==> config.mk <==
export PLATFORM = sky130hd
export DESIGN_NAME = sar_conv_ctrl
export DESIGN_NICKNAME = d
export VERILOG_FILES = /design/src/rtl/sar_ctrl_pkg.sv /design/src/rtl/conv_clk_div.sv /design/src/rtl/sar_step_engine.sv /design/src/rtl/sar_conv_ctrl.sv
export VERILOG_INCLUDE_DIRS = /design/src /design/src/rtl
export SDC_FILE = /design/constraint.sdc
export NUM_CORES = 1
export LEC_CHECK = 0
export BUFFER_PORTS_ARGS = -buffer_cell sky130_fd_sc_hd__buf_2
export CORE_MARGIN = 8
export CORE_UTILIZATION = 51
export CTS_BUF_LIST = sky130_fd_sc_hd__clkbuf_8
export DETAILED_ROUTE_END_ITERATION = 10
export MAX_ROUTING_LAYER = met4
export PLACE_DENSITY = 0.89
export SKIP_LAST_GASP = 1
export SLEW_MARGIN = 10
export SYNTH_ARGS = -nofsm -noshare
export SYNTH_HDL_FRONTEND = slang
export SYNTH_HIERARCHICAL = 1
export SYNTH_SLANG_ARGS = --single-unit
==> constraint.sdc <==
create_clock -name clk -period 2 [get_ports clk]
set_clock_uncertainty 0.2 [all_clocks]
set_input_delay 0 -clock clk [delete_from_list [all_inputs] [get_ports clk]]
set_output_delay 0 -clock clk [all_outputs]
set_load 0.02 [all_outputs]
==> src/rtl/sar_ctrl_defines.svh <==
// Constants for the converter control block: offsets, fields, resets, timing.
// Assumes a 20 MHz system clock and a byte-addressed register port.
`ifndef SAR_CTRL_DEFINES_SVH
`define SAR_CTRL_DEFINES_SVH

`define ADDR_W          8
`define DATA_W          32
`define RES_W           12
`define MSB_TRIAL       12'h800

`define OFF_CTRL        8'h00
`define OFF_STATUS      8'h04
`define OFF_RESULT      8'h08
`define OFF_IRQ_STAT    8'h0C
`define OFF_IRQ_MASK    8'h10
`define OFF_CLK_DIV     8'h14

`define CTRL_EN         0
`define CTRL_START      1
`define CTRL_ONE_SHOT   2
`define CTRL_DIFF       3
`define CTRL_W          4
`define CTRL_RESET      4'h4

`define STAT_READY      0
`define STAT_BUSY       1
`define STAT_DONE       2
`define STAT_W          3

`define EV_DONE         0
`define EV_READY        1
`define EV_OVERRUN      2
`define EV_W            3
`define EV_RESET        3'h0

`define DIV_W           4
`define DIV_RESET       4'h2
`define DIV_MIN         4'h2

`define CLK_PERIOD_NS   50
`define POWERUP_NS      10000
`define WARM_W          8
`define WARM_CYC        8'((`POWERUP_NS + `CLK_PERIOD_NS - 1) / `CLK_PERIOD_NS)
`define SMP_W           2
`define SAMPLE_TICKS    2'h3

`endif

==> src/rtl/sar_ctrl_pkg.sv <==
// Types shared by the converter control block.
// Assumes the constants header sits on the include path.
package sar_ctrl_pkg;
	`include "sar_ctrl_defines.svh"

	typedef struct packed {
		logic [`ADDR_W-1:0] addr;
		logic [`DATA_W-1:0] wdata;
		logic               wr;
		logic               rd;
	} reg_req_type;

	typedef enum logic [2:0] {
		ST_OFF,
		ST_WARMUP,
		ST_IDLE,
		ST_SAMPLE,
		ST_CONVERT
	} state_type;
endpackage

==> src/rtl/conv_clk_div.sv <==
// Conversion clock enable generator derived from the system clock.
// Assumes the divisor register is written by software; values below 2 are raised.
`timescale 1ns/1ps
`include "sar_ctrl_defines.svh"
module conv_clk_div
	import sar_ctrl_pkg::*;
(
	input  wire logic              clk,
	input  wire logic              resetn,
	input  wire logic [`DIV_W-1:0] div_val,
	output logic                   tick_q
);
	logic [`DIV_W-1:0] cnt_q;
	logic [`DIV_W-1:0] lim;

	// Floor of 2 keeps the conversion rate at 10 MHz or less
	assign lim = (div_val < `DIV_MIN) ? `DIV_MIN : div_val;

	always_ff @(posedge clk or negedge resetn) begin
		if (!resetn) begin
			cnt_q  <= '0;
			tick_q <= 1'b0;
		end else if (cnt_q >= lim - `DIV_W'(1)) begin
			cnt_q  <= '0;
			tick_q <= 1'b1;
		end else begin
			cnt_q  <= cnt_q + `DIV_W'(1);
			tick_q <= 1'b0;
		end
	end

	tick_spacing_a: assert property (@(posedge clk) disable iff (!resetn)
		tick_q |=> !tick_q) else $error("Conversion tick faster than half clk");
endmodule

==> src/rtl/sar_step_engine.sv <==
// Binary search engine: one result bit per conversion tick, MSB first.
// Assumes the comparator settles within one tick of a new trial code.
`timescale 1ns/1ps
`include "sar_ctrl_defines.svh"
module sar_step_engine
	import sar_ctrl_pkg::*;
(
	input  wire logic              clk,
	input  wire logic              resetn,
	input  wire logic              tick,
	input  wire logic              start,
	input  wire logic              cmp_hi,
	output logic [`RES_W-1:0]      dac_code_q,
	output logic [`RES_W-1:0]      result_q,
	output logic                   busy_q,
	output logic                   done_q
);
	logic [`RES_W-1:0] bit_q;

	function automatic logic [`RES_W-1:0] settle(input logic [`RES_W-1:0] code,
		input logic [`RES_W-1:0] trial, input logic hi);
		settle = hi ? code : (code & ~trial);
	endfunction

	always_ff @(posedge clk or negedge resetn) begin
		if (!resetn) begin
			bit_q      <= '0;
			dac_code_q <= '0;
			result_q   <= '0;
			busy_q     <= 1'b0;
			done_q     <= 1'b0;
		end else begin
			done_q <= 1'b0;
			if (start) begin
				busy_q     <= 1'b1;
				bit_q      <= `MSB_TRIAL;
				dac_code_q <= `MSB_TRIAL;
			end else if (busy_q && tick) begin
				if (bit_q[0]) begin
					result_q   <= settle(dac_code_q, bit_q, cmp_hi);
					dac_code_q <= settle(dac_code_q, bit_q, cmp_hi);
					busy_q     <= 1'b0;
					done_q     <= 1'b1;
				end else begin
					dac_code_q <= settle(dac_code_q, bit_q, cmp_hi) | (bit_q >> 1);
					bit_q      <= bit_q >> 1;
				end
			end
		end
	end

	msb_first_a: assert property (@(posedge clk) disable iff (!resetn)
		start |=> dac_code_q == `MSB_TRIAL && busy_q) else $error("Search not started at MSB");
	lsb_last_a: assert property (@(posedge clk) disable iff (!resetn)
		done_q |-> $past(bit_q[0]) && !busy_q) else $error("Search ended before LSB");
endmodule

==> src/rtl/sar_conv_ctrl.sv <==
// Converter control: register port, power-up wait, start sources, modes, done flag, interrupt.
// Assumes synchronous inputs, an analog comparator on cmp_hi and a DMA read acknowledge.
`timescale 1ns/1ps
`include "sar_ctrl_defines.svh"

// How it works
// - Each conversion yields a 12-bit result and the pacing allows rates up to one result per 15 ticks, about 667 ksps.
// - Single-ended or differential input is chosen by a control bit, held steady per conversion.
// - Result bits are resolved one at a time against the trial code, MSB first, LSB last.
// - A conversion starts on a software start bit or on a frame-start strobe.
// - Continuous mode runs with no frame-start strobe at all.
// - After power-up or wake the converter waits 10 us before it accepts a conversion.
// - On completion a status bit and the done output rise and stay until the result is read.
// - The done output is the DMA request; the interrupt comes from the sticky done event bit set on the same completion.
// - A mode bit picks continuous conversion or exactly one conversion per start.
// - In continuous mode DMA can move every result with no CPU action between samples.
module sar_conv_ctrl
	import sar_ctrl_pkg::*;
(
	input  wire logic              clk,
	input  wire logic              resetn,
	input  wire reg_req_type       bus,
	output logic [`DATA_W-1:0]     rdata_q,
	input  wire logic              sof,
	input  wire logic              sleep,
	input  wire logic              cmp_hi,
	input  wire logic              dma_ack,
	output logic [`RES_W-1:0]      dac_code,
	output logic                   sample_q,
	output logic                   diff_sel_q,
	output logic                   eof_q,
	output logic                   irq_q
);
	state_type          state_q;
	logic               en_q;
	logic               one_shot_q;
	logic               diff_q;
	logic [`DIV_W-1:0]  div_q;
	logic [`EV_W-1:0]   istat_q;
	logic [`EV_W-1:0]   mask_q;
	logic [`RES_W-1:0]  result_q;
	logic [`WARM_W-1:0] warm_cnt_q;
	logic [`SMP_W-1:0]  smp_cnt_q;
	logic               ready_q;
	logic               sof_prev_q;
	logic               tick;
	logic               eng_busy;
	logic               eng_done;
	logic [`RES_W-1:0]  eng_result;
	logic               awake;
	logic               start_req;
	logic               eng_start;
	logic               conv_done;
	logic               res_rd;
	logic               ready_set;
	logic               overrun;
	logic [`EV_W-1:0]   events;

	// Named so single reset bits can be picked from it
	localparam logic [`CTRL_W-1:0] ctrl_init = `CTRL_RESET;

	function automatic logic hit(input reg_req_type r, input logic [`ADDR_W-1:0] off,
		input logic is_wr);
		hit = (is_wr ? r.wr : r.rd) && (r.addr == off);
	endfunction

	conv_clk_div u_div (
		.clk     (clk),
		.resetn  (resetn),
		.div_val (div_q),
		.tick_q  (tick)
	);

	sar_step_engine u_engine (
		.clk        (clk),
		.resetn     (resetn),
		.tick       (tick),
		.start      (eng_start),
		.cmp_hi     (cmp_hi),
		.dac_code_q (dac_code),
		.result_q   (eng_result),
		.busy_q     (eng_busy),
		.done_q     (eng_done)
	);

	assign awake     = en_q && !sleep;
	assign start_req = hit(bus, `OFF_CTRL, 1'b1) && bus.wdata[`CTRL_START]
		|| (sof && !sof_prev_q);
	assign eng_start = state_q == ST_SAMPLE && tick && smp_cnt_q == `SAMPLE_TICKS - `SMP_W'(1);
	// Results finishing after a power-down are dropped
	assign conv_done = eng_done && state_q == ST_CONVERT;
	assign res_rd    = hit(bus, `OFF_RESULT, 1'b0) || dma_ack;
	assign ready_set = state_q == ST_WARMUP && awake && warm_cnt_q == `WARM_CYC - `WARM_W'(1);
	assign overrun   = conv_done && eof_q && !res_rd;

	always_comb begin
		events              = `EV_RESET;
		events[`EV_DONE]    = conv_done;
		events[`EV_READY]   = ready_set;
		events[`EV_OVERRUN] = overrun;
	end

	// Control registers
	always_ff @(posedge clk or negedge resetn) begin
		if (!resetn) begin
			en_q       <= ctrl_init[`CTRL_EN];
			one_shot_q <= ctrl_init[`CTRL_ONE_SHOT];
			diff_q     <= ctrl_init[`CTRL_DIFF];
			div_q      <= `DIV_RESET;
			mask_q     <= `EV_RESET;
		end else begin
			if (hit(bus, `OFF_CTRL, 1'b1)) begin
				en_q       <= bus.wdata[`CTRL_EN];
				one_shot_q <= bus.wdata[`CTRL_ONE_SHOT];
				diff_q     <= bus.wdata[`CTRL_DIFF];
			end
			if (hit(bus, `OFF_CLK_DIV, 1'b1))
				div_q <= bus.wdata[`DIV_W-1:0];
			if (hit(bus, `OFF_IRQ_MASK, 1'b1))
				mask_q <= bus.wdata[`EV_W-1:0];
		end
	end

	// Frame-start edge detect
	always_ff @(posedge clk or negedge resetn) begin
		if (!resetn)
			sof_prev_q <= 1'b0;
		else
			sof_prev_q <= sof;
	end

	// Power-up wait counter and ready flag
	always_ff @(posedge clk or negedge resetn) begin
		if (!resetn) begin
			warm_cnt_q <= '0;
			ready_q    <= 1'b0;
		end else begin
			if (state_q == ST_WARMUP && awake)
				warm_cnt_q <= warm_cnt_q + `WARM_W'(1);
			else
				warm_cnt_q <= '0;
			if (!awake)
				ready_q <= 1'b0;
			else if (ready_set)
				ready_q <= 1'b1;
		end
	end

	// Sequencer
	always_ff @(posedge clk or negedge resetn) begin
		if (!resetn) begin
			state_q <= ST_OFF;
		end else if (!awake) begin
			state_q <= ST_OFF;
		end else begin
			unique case (state_q)
				ST_OFF: begin
					state_q <= ST_WARMUP;
				end
				ST_WARMUP: begin
					if (ready_set)
						state_q <= ST_IDLE;
				end
				ST_IDLE: begin
					// Continuous mode needs no strobe; early starts are simply ignored
					if (!one_shot_q || start_req)
						state_q <= ST_SAMPLE;
				end
				ST_SAMPLE: begin
					if (eng_start)
						state_q <= ST_CONVERT;
				end
				ST_CONVERT: begin
					if (eng_done)
						state_q <= one_shot_q ? ST_IDLE : ST_SAMPLE;
				end
			endcase
		end
	end

	// Sample phase length: 3 ticks track, 12 bits, no turnaround tick, 15-tick frame
	always_ff @(posedge clk or negedge resetn) begin
		if (!resetn) begin
			smp_cnt_q <= '0;
			sample_q  <= 1'b0;
		end else begin
			if (state_q != ST_SAMPLE)
				smp_cnt_q <= '0;
			else if (tick)
				smp_cnt_q <= smp_cnt_q + `SMP_W'(1);
			sample_q <= state_q == ST_SAMPLE;
		end
	end

	// Input mode only changes between conversions
	always_ff @(posedge clk or negedge resetn) begin
		if (!resetn)
			diff_sel_q <= ctrl_init[`CTRL_DIFF];
		else if (state_q != ST_SAMPLE && state_q != ST_CONVERT || conv_done)
			diff_sel_q <= diff_q;
	end

	// Result and done flag; a new result wins over a read in the same cycle
	always_ff @(posedge clk or negedge resetn) begin
		if (!resetn) begin
			result_q <= '0;
			eof_q    <= 1'b0;
		end else begin
			if (conv_done)
				result_q <= eng_result;
			if (conv_done)
				eof_q <= 1'b1;
			else if (res_rd)
				eof_q <= 1'b0;
		end
	end

	// Sticky event bits, write one to clear, set wins
	always_ff @(posedge clk or negedge resetn) begin
		if (!resetn)
			istat_q <= `EV_RESET;
		else if (hit(bus, `OFF_IRQ_STAT, 1'b1))
			istat_q <= (istat_q & ~bus.wdata[`EV_W-1:0]) | events;
		else
			istat_q <= istat_q | events;
	end

	always_ff @(posedge clk or negedge resetn) begin
		if (!resetn)
			irq_q <= 1'b0;
		else
			irq_q <= |(istat_q & mask_q);
	end

	// Read port; unmapped offsets read zero
	always_ff @(posedge clk or negedge resetn) begin
		if (!resetn) begin
			rdata_q <= '0;
		end else begin
			rdata_q <= '0;
			if (bus.rd) begin
				unique case (bus.addr)
					`OFF_CTRL: begin
						rdata_q[`CTRL_EN]       <= en_q;
						rdata_q[`CTRL_ONE_SHOT] <= one_shot_q;
						rdata_q[`CTRL_DIFF]     <= diff_q;
					end
					`OFF_STATUS: begin
						rdata_q[`STAT_READY] <= ready_q;
						rdata_q[`STAT_BUSY]  <= state_q == ST_SAMPLE || state_q == ST_CONVERT;
						rdata_q[`STAT_DONE]  <= eof_q;
					end
					`OFF_RESULT:   rdata_q[`RES_W-1:0] <= result_q;
					`OFF_IRQ_STAT: rdata_q[`EV_W-1:0]  <= istat_q;
					`OFF_IRQ_MASK: rdata_q[`EV_W-1:0]  <= mask_q;
					`OFF_CLK_DIV:  rdata_q[`DIV_W-1:0] <= div_q;
					default: rdata_q <= '0;
				endcase
			end
		end
	end

	warmup_wait_a: assert property (@(posedge clk) disable iff (!resetn)
		$rose(ready_q) |-> $past(warm_cnt_q) == `WARM_CYC - `WARM_W'(1)
		&& $past(state_q) == ST_WARMUP) else $error("Ready before power-up wait");
	no_early_conv_a: assert property (@(posedge clk) disable iff (!resetn)
		state_q == ST_SAMPLE |-> ready_q) else $error("Conversion while not ready");
	done_hold_a: assert property (@(posedge clk) disable iff (!resetn)
		eof_q && !res_rd |=> eof_q) else $error("Done dropped without a read");
	done_set_a: assert property (@(posedge clk) disable iff (!resetn)
		conv_done |=> eof_q && result_q == $past(eng_result)) else $error("Done not set");
	read_clear_a: assert property (@(posedge clk) disable iff (!resetn)
		res_rd && !conv_done |=> !eof_q) else $error("Read did not clear done");
	irq_source_a: assert property (@(posedge clk) disable iff (!resetn)
		conv_done && mask_q[`EV_DONE] && !bus.wr |=> ##1 irq_q) else $error("Done missed irq");
	single_stop_a: assert property (@(posedge clk) disable iff (!resetn)
		conv_done && one_shot_q && awake |=> state_q == ST_IDLE) else $error("One-shot rearmed");
	cont_rearm_a: assert property (@(posedge clk) disable iff (!resetn)
		conv_done && !one_shot_q && awake |=> state_q == ST_SAMPLE) else $error("No rearm");
	start_take_a: assert property (@(posedge clk) disable iff (!resetn)
		state_q == ST_IDLE && awake && start_req |=> state_q == ST_SAMPLE)
		else $error("Start not taken");
	diff_hold_a: assert property (@(posedge clk) disable iff (!resetn)
		state_q == ST_CONVERT && !eng_done |=> $stable(diff_sel_q)) else $error("Input mode moved");
	cont_free_run_a: assert property (@(posedge clk) disable iff (!resetn)
		state_q == ST_IDLE && awake && !one_shot_q |=> state_q == ST_SAMPLE)
		else $error("Continuous mode did not restart");
	idle_wait_a: assert property (@(posedge clk) disable iff (!resetn)
		state_q == ST_IDLE && awake && one_shot_q && !start_req |=> state_q == ST_IDLE)
		else $error("Single mode started without a request");
	sof_start_a: assert property (@(posedge clk) disable iff (!resetn)
		state_q == ST_IDLE && awake && sof && !sof_prev_q |=> state_q == ST_SAMPLE)
		else $error("Frame-start edge not taken");
	sleep_off_a: assert property (@(posedge clk) disable iff (!resetn)
		!awake |=> state_q == ST_OFF && !ready_q)
		else $error("Still ready while powered down");
	warm_hold_a: assert property (@(posedge clk) disable iff (!resetn)
		state_q == ST_WARMUP && awake && !ready_set |=> state_q == ST_WARMUP)
		else $error("Power-up wait cut short");
	ready_flag_a: assert property (@(posedge clk) disable iff (!resetn)
		ready_set |=> ready_q && state_q == ST_IDLE)
		else $error("Ready not raised after the wait");
	conv_enter_a: assert property (@(posedge clk) disable iff (!resetn)
		eng_start && awake |=> state_q == ST_CONVERT && eng_busy)
		else $error("Search did not follow sampling");
	sample_flag_a: assert property (@(posedge clk) disable iff (!resetn)
		state_q == ST_SAMPLE |=> sample_q)
		else $error("Sample flag missing");
	sample_low_a: assert property (@(posedge clk) disable iff (!resetn)
		state_q != ST_SAMPLE |=> !sample_q)
		else $error("Sample flag outside sampling");
	diff_follow_a: assert property (@(posedge clk) disable iff (!resetn)
		state_q == ST_IDLE |=> diff_sel_q == $past(diff_q))
		else $error("Input mode not taken while idle");
	done_sticky_a: assert property (@(posedge clk) disable iff (!resetn)
		conv_done |=> istat_q[`EV_DONE])
		else $error("Done event not latched");
	overrun_flag_a: assert property (@(posedge clk) disable iff (!resetn)
		overrun |=> istat_q[`EV_OVERRUN] && eof_q)
		else $error("Overrun event not latched");
	irq_on_a: assert property (@(posedge clk) disable iff (!resetn)
		|(istat_q & mask_q) |=> irq_q)
		else $error("Interrupt missing for unmasked event");
	irq_off_a: assert property (@(posedge clk) disable iff (!resetn)
		!(|(istat_q & mask_q)) |=> !irq_q)
		else $error("Interrupt with no unmasked event");
	mask_write_a: assert property (@(posedge clk) disable iff (!resetn)
		hit(bus, `OFF_IRQ_MASK, 1'b1) |=> mask_q == $past(bus.wdata[`EV_W-1:0]))
		else $error("Mask write lost");
	w1c_clear_a: assert property (@(posedge clk) disable iff (!resetn)
		hit(bus, `OFF_IRQ_STAT, 1'b1) && events == `EV_RESET
		|=> (istat_q & $past(bus.wdata[`EV_W-1:0])) == `EV_RESET)
		else $error("Write one did not clear");
	status_read_a: assert property (@(posedge clk) disable iff (!resetn)
		bus.rd && bus.addr == `OFF_STATUS |=> rdata_q[`STAT_DONE] == $past(eof_q)
		&& rdata_q[`STAT_READY] == $past(ready_q))
		else $error("Status read wrong");
	result_read_a: assert property (@(posedge clk) disable iff (!resetn)
		hit(bus, `OFF_RESULT, 1'b0) |=> rdata_q[`RES_W-1:0] == $past(result_q)
		&& rdata_q[`DATA_W-1:`RES_W] == '0)
		else $error("Result read wrong");
	rdata_idle_a: assert property (@(posedge clk) disable iff (!resetn)
		!bus.rd |=> rdata_q == '0)
		else $error("Read data outside a read");
endmodule

## Yosys cells after proc, flatten, opt, wreduce, memory -nomap -nowiden

Index checks and enable logic that the tools add are counted.

- Logic and storage cells: 133
- Bits in registers: 119
- Output and inout bits: 48

- $add $sub $neg: 4
- Order comparisons: 2
- Bitwise operators: 9
- Multiplexer cells: 37
- Equality and inequality tests: 19
- Reduce and logical (&&, ||, !) cells: 37

Operator list:

| operator | count |
|---|---|
| $mux W12 | 8 |
| $mux W3 | 6 |
| $logic_and A1 B1 Y1 | 17 |
| $eq A8 B4 Y1 const B | 2 |
| $eq A8 B5 Y1 const B | 2 |
| $mux W8 | 2 |
| $pmux W3 S5 | 1 |
| $and A12 B12 Y12 | 1 |
| $mux W1 | 12 |
| $ne A3 B3 Y1 const B | 4 |
| $not A12 Y12 | 1 |
| $or A12 B11 Y12 | 1 |
| $pmux W1 S6 | 2 |
| $add A8 B1 Y8 const B | 1 |
| $eq A8 B3 Y1 const B | 1 |
| $eq A8 B8 Y1 const B | 1 |
| $logic_not A8 Y1 | 1 |
| $mux W4 | 2 |
| $reduce_bool A2 Y1 | 4 |
| $and A3 B3 Y3 | 2 |
| $eq A3 B2 Y1 const B | 2 |
| $ne A3 B2 Y1 const B | 2 |
| $or A3 B3 Y3 | 2 |
| $logic_or A1 B1 Y1 | 5 |
| 21 further kinds | 26 |

## Depth between registers and ports, before layout

Gate-level depths: netlist of the first run.

- Depth in word-level cells: 8
- Gate-level depth with buffers: 8

## Hierarchy

Netlist of the first run, hierarchy kept.

By module, submodules not included:

| module | area each (um^2) | times used | cells an instance | seq. area each (um^2) |
|---|---|---|---|---|
| sar_conv_ctrl | 2646.3 | 1 | 228 | 1403.8 |
| sar_step_engine | 1532.7 | 1 | 143 | 950.9 |
| conv_clk_div | 341.6 | 1 | 31 | 125.1 |

## Worst setup path after synthesis of the first run

No wires, ideal clock.

- Path type: reg2reg
- From: register state_q[1]
- To: register result_q[10] (netlist name)
- Arrival: 1688 ps
- Setup slack: -12 ps
- Stages on the path, launching flop included: 7
- Path buffers: 3
- Period minus slack after synthesis: 2012 ps
- Library setup time: 125 ps
- Path through: dfrtp_1 > clkbuf_1 > nor3b_1 > and2_1 > buf_2 > buf_4 > mux2_2

RTL lines:

| item | RTL line | text |
|---|---|---|
| start: declaration | sar_conv_ctrl.sv:34 | `state_type state_q;` |
| start signal: assignment | sar_conv_ctrl.sv:175 | `state_q <= one_shot_q ? ST_IDLE : ST_SAMPLE;` |

## Final worst setup path of the first run

- From: register div_q[3]
- To: register u_div.tick_q

- Cells in the longest elaborated chain, start to end: 5

Ends and longest elaborated chain:

| item | RTL line | text |
|---|---|---|
| start: declaration | sar_conv_ctrl.sv:38 | `` logic [`DIV_W-1:0] div_q; `` |
| start signal: assignment | sar_conv_ctrl.sv:109 | `` div_q <= `DIV_RESET; `` |
| start signal: assignment | sar_conv_ctrl.sv:118 | `` div_q <= bus.wdata[`DIV_W-1:0]; `` |
| $lt A4 B2 Y1 (no line) | n/a |  |
| $mux W4 (*) | conv_clk_div.sv:17 | `` assign lim = (div_val < `DIV_MIN) ? `DIV_MIN : div_val; `` |
| $sub A4 B1 Y4 (*) | conv_clk_div.sv:23 | `` end else if (cnt_q >= lim - `DIV_W'(1)) begin `` |
| $ge A4 B4 Y1 (*) | conv_clk_div.sv:23 |  |
| $mux W1 (*) | conv_clk_div.sv:23 |  |
| end signal: assignment | conv_clk_div.sv:22 | `tick_q <= 1'b0;` |
| end signal: assignment | conv_clk_div.sv:25 | `tick_q <= 1'b1;` |
| end signal: assignment | conv_clk_div.sv:28 | `tick_q <= 1'b0;` |
| end: declaration | conv_clk_div.sv:11 | `output logic tick_q` |

Mark *: on every way between the ends. The rest lies on a longest branch, timed or not.
A chain may end at the register's enable or synchronous reset.

==> flow_summary.yaml, run 1 <==
sta:
  hold_viol: 0
  rsz0062_at_grt: "yes"
  slew_headroom_pct: 64.5
  worstMarginPinSlew_ps: 532
  hold_ws_ps: 27.5
  fmax_mhz: 474
  setup_ws_ps: -111
  slew_violations: 0
  period_share_pct: 106
  finalSetupViolations: 5
  tns_ps: -234
  min_period_ps: 2110
pwr:
  ir_drop_v: 0.000387
  power_density_nw_per_um2: 710
  p_sw_mw: 1.16
  p_sw_share_pct: 29.1
  power_mw: 3.98
  p_leak_nw: 2.77
  seqPwrFrac_pct: 53.3
  clkPwrFrac_pct: 31.3
  p_int_mw: 2.82
  p_comb_share_pct: 15.4
setup_path:
  worstSetupPathType: "flop to flop"
  critPathArrivalTime_ps: 2170
  cp_max_fo: 5
  cp.required_ps: 2060
  end_kind: "flop"
  cp-start-kind: "flop"
placement:
  placedCellCount: 567
  placed_area_um2: 4960
  routabilityCongestion: 0.876
  dp_slack_ps: -330
  port_buffers: 47
  post-dp-hpwl_mm: 7.02
floorplan:
  dieWidth_um: 110
  fp.dieH_um: 110
  core_um2: 8680
  pin_count: 96
  core.rowCount: 34
  dieArea_um2: 12100
  initial_core_util_pct: 52.1
cells_and_area:
  final_cell_count_no_fill: 618
  regArea_um2: 2480
  final_util_pct: 64.5
  area_growth_pct: 23.9
  drive_gt1_share_pct: 27.6
  layout_common_cells: "97 x dfrtp_1, 47 x buf_2, 32 x nand2_1"
  antenna_cells: 0
  fin_nets: 561
  fill_cells: 638
  final_area_um2: 5600
  multi_input_area_um2: 1900
  final_common_cell: "dfrtp_1"
routing:
  wl_met1_mm: 4.20
  wire_per_inst_um: 17.1
  drt_iter0_markers: 221
  num_vias: 3388
  met3_length_um: 616
  top_layer_used: "met4"
  route.met2.wl_mm: 5.56
  ant_nets: 0
  wl_mm: 10.6
  viasPerCell: 5.48
  drt_pass1_iterations: 5
  drc_errors: 0
grt:
  grt_start_max_net_pins: 44
  overflow: 0
  grt_pass1_vias: 3339
  grt_usage_pct: 17.7
  antenna_found_initial: 0
  grt_pass1_wl_mm: 16.3
cts:
  clock_latency_ps: 370
  cts_max_level: 3
  cts_buffers: 9
  cts-root-buf: "clkbuf_8"
  cts_sinks: 99
  clockBufferDepth: 2
  path_clk_slew_ps: 100
  cts_tree: "done"
yosys:
  synth_warnings: 6
  yosysUniqueCellTypes: 59
  synth_seq_area_share_pct: 54.9
  postSynthAreaPerCell_um2: 11.2
  netlist_area_um2: 4520
  synth.ff_latch_count: 99
  synth-edff-count: 0
  synthFlopType: "dfrtp_1"
  synthArstFlopShare_pct: 100
  syn_inst: 402
run_status:
  status: "complete, but fails checks"
  violations: "negative setup slack"
min_path:
  hp-class: "primary input to flop"
job:
  cap_violations: 0
## registers in the layout, summed over array words and instances, names as in the netlist, 2 cells and up
register,count
rdata_q,12
result_q,12
u_engine/bit_q,12
u_engine/dac_code_q,12
u_engine/result_q,12
warm_cnt_q,8
div_q,4
u_div/cnt_q,4
istat_q,3
mask_q,3
state_q,3
smp_cnt_q,2
## cells in the mapped netlist, types with 10 or more instances
cell type  number  share of area, %
o21ai_0        27               3.0
nand2_1        34               2.8
nand3_1        14               1.6
a22o_1         11               2.1
mux2_1         10               2.5
nor2_1         27               2.2
dfrtp_1        97                54
buf_4          21               3.5
mux2_2         13               3.2
inv_1          26               2.2
a32o_1         10               2.2
and2_1         10               1.4
## cell families (layout without fill, tap and decap cells)
| group | Yosys count | count (layout) | share of synthesized area [%] |
|---|---|---|---|
| and+or+nand+nor | 120 | 120 | 14.2 |
| muxes | 29 | 29 | 7.33 |
| other | 1 | 20 | 0.0830 |
| xor gates and xnor gates | 10 | 10 | 1.94 |
| adders and majority gates | 8 | 8 | 2.21 |
| AOI/OAI and AO/OA | 76 | 76 | 12.4 |
| DFF | 99 | 99 | 54.9 |
| buffers and inverters | 59 | 148 | 6.97 |
## worst paths after layout
check | from | to | slack [ps] | cells after the start
min | bus[40] | div_q[0] | 30 | 5
min in group asynchronous | resetn | warm_cnt_q[0] | 480 | 3
max reg2reg | div_q[3] | u_div/tick_q | -110 | 9
min reg2reg | warm_cnt_q[0] | warm_cnt_q[0] | 290 | 1
max in group asynchronous | resetn | one_shot_q | 420 | 4
max | div_q[3] | u_div/tick_q | -110 | 9
## metal layers
metal	track usage, %	vias to the layer above
met3	3.55	19
met1	21.1	1669
li1	-	1580
met4	7.71	0
met5	-	-
met2	28.8	120
## worst max-delay path, cell delays in order (launching register included)
cell and delay [ps]:
dfrtp_1 440, buf_6 140, nor2_2 110, nor2_2 60, ha_4 160, xnor2_2 120, ha_1 310, nand3_1 110
nand2_2 90, or2_4 250
## power by group through the flow
| stage | clock [mW] | combinational (mW) | sequential [mW] |
|---|---|---|---|
| after global routing | 1.35 | 0.664 | 2.13 |
| after global placement | 0 | 0.499 | 2.15 |
| final | 1.25 | 0.611 | 2.12 |
| after CTS | 1.27 | 0.589 | 2.12 |
| after floorplan | 0 | 0.360 | 2.15 |
| after detailed placement | 0 | 0.528 | 2.15 |
## timing repair
action                                 CTS  global route
cloned                                   0             2
hold buffers                            26             1
resized for setup                        5            24
pin swaps                                2             6
endpoints found under the hold margin  149             2
setup endpoints to repair               26            53
setup buffers                            2             6
## cell type report
class | instances | area share, %
repair buffers | 106 | 14.2
inverters | 26 | 1.74
clock inverters | 7 | 1.27
well taps | 108 | 2.41
clock buffers | 9 | 2.21
flip-flops and latches | 99 | 44.3
multi-input cells | 263 | 33.9
(Power assumes the default switching activity.)
==> run 2, diff against run 1 <==
- ABC_AREA: default -> 1
==> run 2 against run 1 <==
Effect of this change:
- die area is 3.4% higher
- non-clock buffer count is 22 lower
- first-iteration DRC count is 24% lower
- sequential power hardly changed
- the flow still finishes with violations (negative setup slack)
- setup slack worse by 22 ps
==> flow_summary.yaml, run 2 <==
yosys:
  synth_seq_area_share_pct: 52.8
  syn_inst: 535
  synth_top_family_by_area: "simple AND/OR/NAND/NOR gates"
  synthFlopType: "dfrtp_1"
  netlist_area_um2: 4700
  synth_compound_area_share_pct: 6.55
  synth.top_cell.area_share_pct: 51.7
  synth-edff-count: 0
  synth-simple-area-share_pct: 28.0
  synth.area.mux_share_pct: 0.959
  synthMostInstantiatedCell: "nand2_1"
  synthArstFlopShare_pct: 100
  synth_common_cells: "137 x nand2_1, 97 x dfrtp_1, 68 x nor2_1"
  synthAdderAreaFrac_pct: 2.13
  synth_warnings: 6
  synth.area.top_cells: "dfrtp_1 52%, nand2_1 11%, nand3_1 6.0%"
  synth_largest_area_cell: "dfrtp_1"
  yosysUniqueCellTypes: 33
  synth.ff_latch_count: 99
  synth_xor_xnor_area_share_pct: 0.559
  postSynthAreaPerCell_um2: 8.78
pwr:
  p_leak_nw: 2.79
  p_comb_share_pct: 15.1
  p_sw_mw: 1.27
  seqPwrFrac_pct: 52.4
  power_mw: 4.09
  clkPwrFrac_pct: 32.5
  power_density_nw_per_um2: 731
  p_sw_share_pct: 31.1
  ir_drop_v: 0.000535
  p_int_mw: 2.82
min_path:
  hp-class: "primary input to flop"
routing:
  drt_iter0_markers: 169
  drc_errors: 0
  num_vias: 3900
  wl_mm: 11.2
  drt_pass1_iterations: 5
  ant_nets: 0
  viasPerCell: 5.28
  wire_per_inst_um: 15.2
run_status:
  status: "complete, but fails checks"
  violations: "negative setup slack"
placement:
  port_buffers: 47
  placedCellCount: 691
  placed_area_um2: 4980
  post-dp-hpwl_mm: 7.48
  routabilityCongestion: 0.885
setup_path:
  crit_path_top_delay_cell: "dfrtp_1"
  end_kind: "flop"
  cp.required_ps: 2120
  cp-start-kind: "flop"
  critPathArrivalTime_ps: 2250
  crit_family: "simple AND/OR/NAND/NOR gates"
  worstSetupPathType: "flop to flop"
  path_cells: "or2_1, o21ai_2, ha_2, xnor2_2, ha_1, nand2_1, inv_2, nand2_2, nand3_4, nor2_4"
  max_stage_delay_ps: 400
  cp_max_fo: 5
  path_buf_inv: 1
floorplan:
  core_um2: 9110
  dieArea_um2: 12500
  pin_count: 96
  core.rowCount: 35
  fp.dieH_um: 112
  dieWidth_um: 112
  initial_core_util_pct: 51.6
sta:
  period_share_pct: 107
  finalSetupViolations: 5
  min_period_ps: 2130
  setup_ws_ps: -133
  slew_violations: 0
  hold_viol: 0
  hold_ws_ps: 2.65
  rsz0062_at_grt: "yes"
  fmax_mhz: 469
cts:
  cts-root-buf: "clkbuf_8"
  clock_latency_ps: 390
  path_clk_slew_ps: 120
  cts_sinks: 99
  clockBufferDepth: 2
  cts_tree: "done"
  cts_buffers: 9
  cts_max_level: 3
grt:
  overflow: 0
  grt_pass1_wl_mm: 18.5
  grt_pass1_vias: 3972
  grt_start_max_net_pins: 40
  grt_usage_pct: 18.6
  antenna_found_initial: 0
cells_and_area:
  final_area_um2: 5600
  area_growth_pct: 19.1
  antenna_cells: 0
  fill_cells: 717
  drive_gt1_share_pct: 21.2
  final_cell_count_no_fill: 738
  final_common_cell: "nand2_1"
  layout_common_cells: "135 x nand2_1, 97 x dfrtp_1, 63 x nor2_1"
  fin_nets: 678
job:
  cap_violations: 0
==> run 2: changes by cell type after synthesis, moves of 11 or more <==
cell,delta
nand2_1,+103
nand3_1,+42
o21ai_0,-11
nor2_1,+41
inv_1,+17
mux2_2,-13
a22o_1,-11
==> run 2: power groups by stage <==
| stage | Combinational [mW] | Sequential, mW | Clock (mW) |
|---|---|---|---|
| 2_1_floorplan | 0.320 | 2.16 | 0 |
| 3_3_place_gp | 0.398 | 2.16 | 0 |
| 3_5_place_dp | 0.440 | 2.17 | 0 |
| 4_1_cts | 0.500 | 2.14 | 1.34 |
| 5_1_grt | 0.675 | 2.15 | 1.44 |
| 6_report | 0.618 | 2.14 | 1.33 |
==> run 2: cells by family after synthesis <==
group	Yosys count
buf+inv	79
mux	4
other cells	1
xor+xnor	3
fa+ha+maj	8
compound gates	50
flops	99
simple gates	291
==> run 2: stage by stage <==
stage | setup TNS [ps] | setup slack [ps] | util [%]
detailed placement | -472 | -111 | 54.7
finish | -555 | -133 | 61.4
global route | -694 | -160 | 61.4
floorplan | 0 | 76.0 | -
global placement | 0 | 59.2 | 54.7
CTS | -361 | -97.3 | 60.6
==> run 2: final timing paths <==
| kind | start | end | slack, ps | cells after the start |
|---|---|---|---|---|
| max in group asynchronous | resetn | u_engine/dac_code_q[0] | 730 | 4 |
| worst min register to register | warm_cnt_q[0] | warm_cnt_q[0] | 280 | 1 |
| worst max register to register | div_q[2] | u_div/cnt_q[1] | -130 | 10 |
| worst min-delay path | bus[40] | rdata_q[0] | 3 | 8 |
| min in group asynchronous | resetn | one_shot_q | 500 | 3 |
| worst max-delay path | div_q[2] | u_div/cnt_q[1] | -130 | 10 |
==> run 2: repair_timing <==
item / CTS / global route
endpoints found under the hold margin: 150 / 0
setup endpoints to repair: 5 / 39
pin swaps: 8 / 4
setup buffers: 2 / 2
resized for setup: 4 / 16
cloned: 0 / 1
hold buffers: 27 / 0
==> run 2: worst min-delay path: cells and delay by family <==
kind,cells,cell delay (ps)
simple gates,6,380
buf+inv,2,160
==> run 2: area by class of cell <==
class | count | area [um2] | area share (%)
Tap cell | 111 | 139 | 2.48
Clock inverter | 7 | 91.3 | 1.63
Sequential cell | 99 | 2480 | 44.3
Inverter | 51 | 196 | 3.51
Multi-Input combinational cell | 377 | 1950 | 34.9
Timing Repair Buffer | 84 | 612 | 10.9
Clock buffer | 9 | 124 | 2.21
==> run 2: metal layers <==
layer	share of wire (%)	track usage, %	vias to the layer above
li1	-	-	1839
met1	39	19.5	1871
met2	51	32.0	148
met3	6.4	5.68	42
met4	3.4	8.00	0
met5	0	-	-
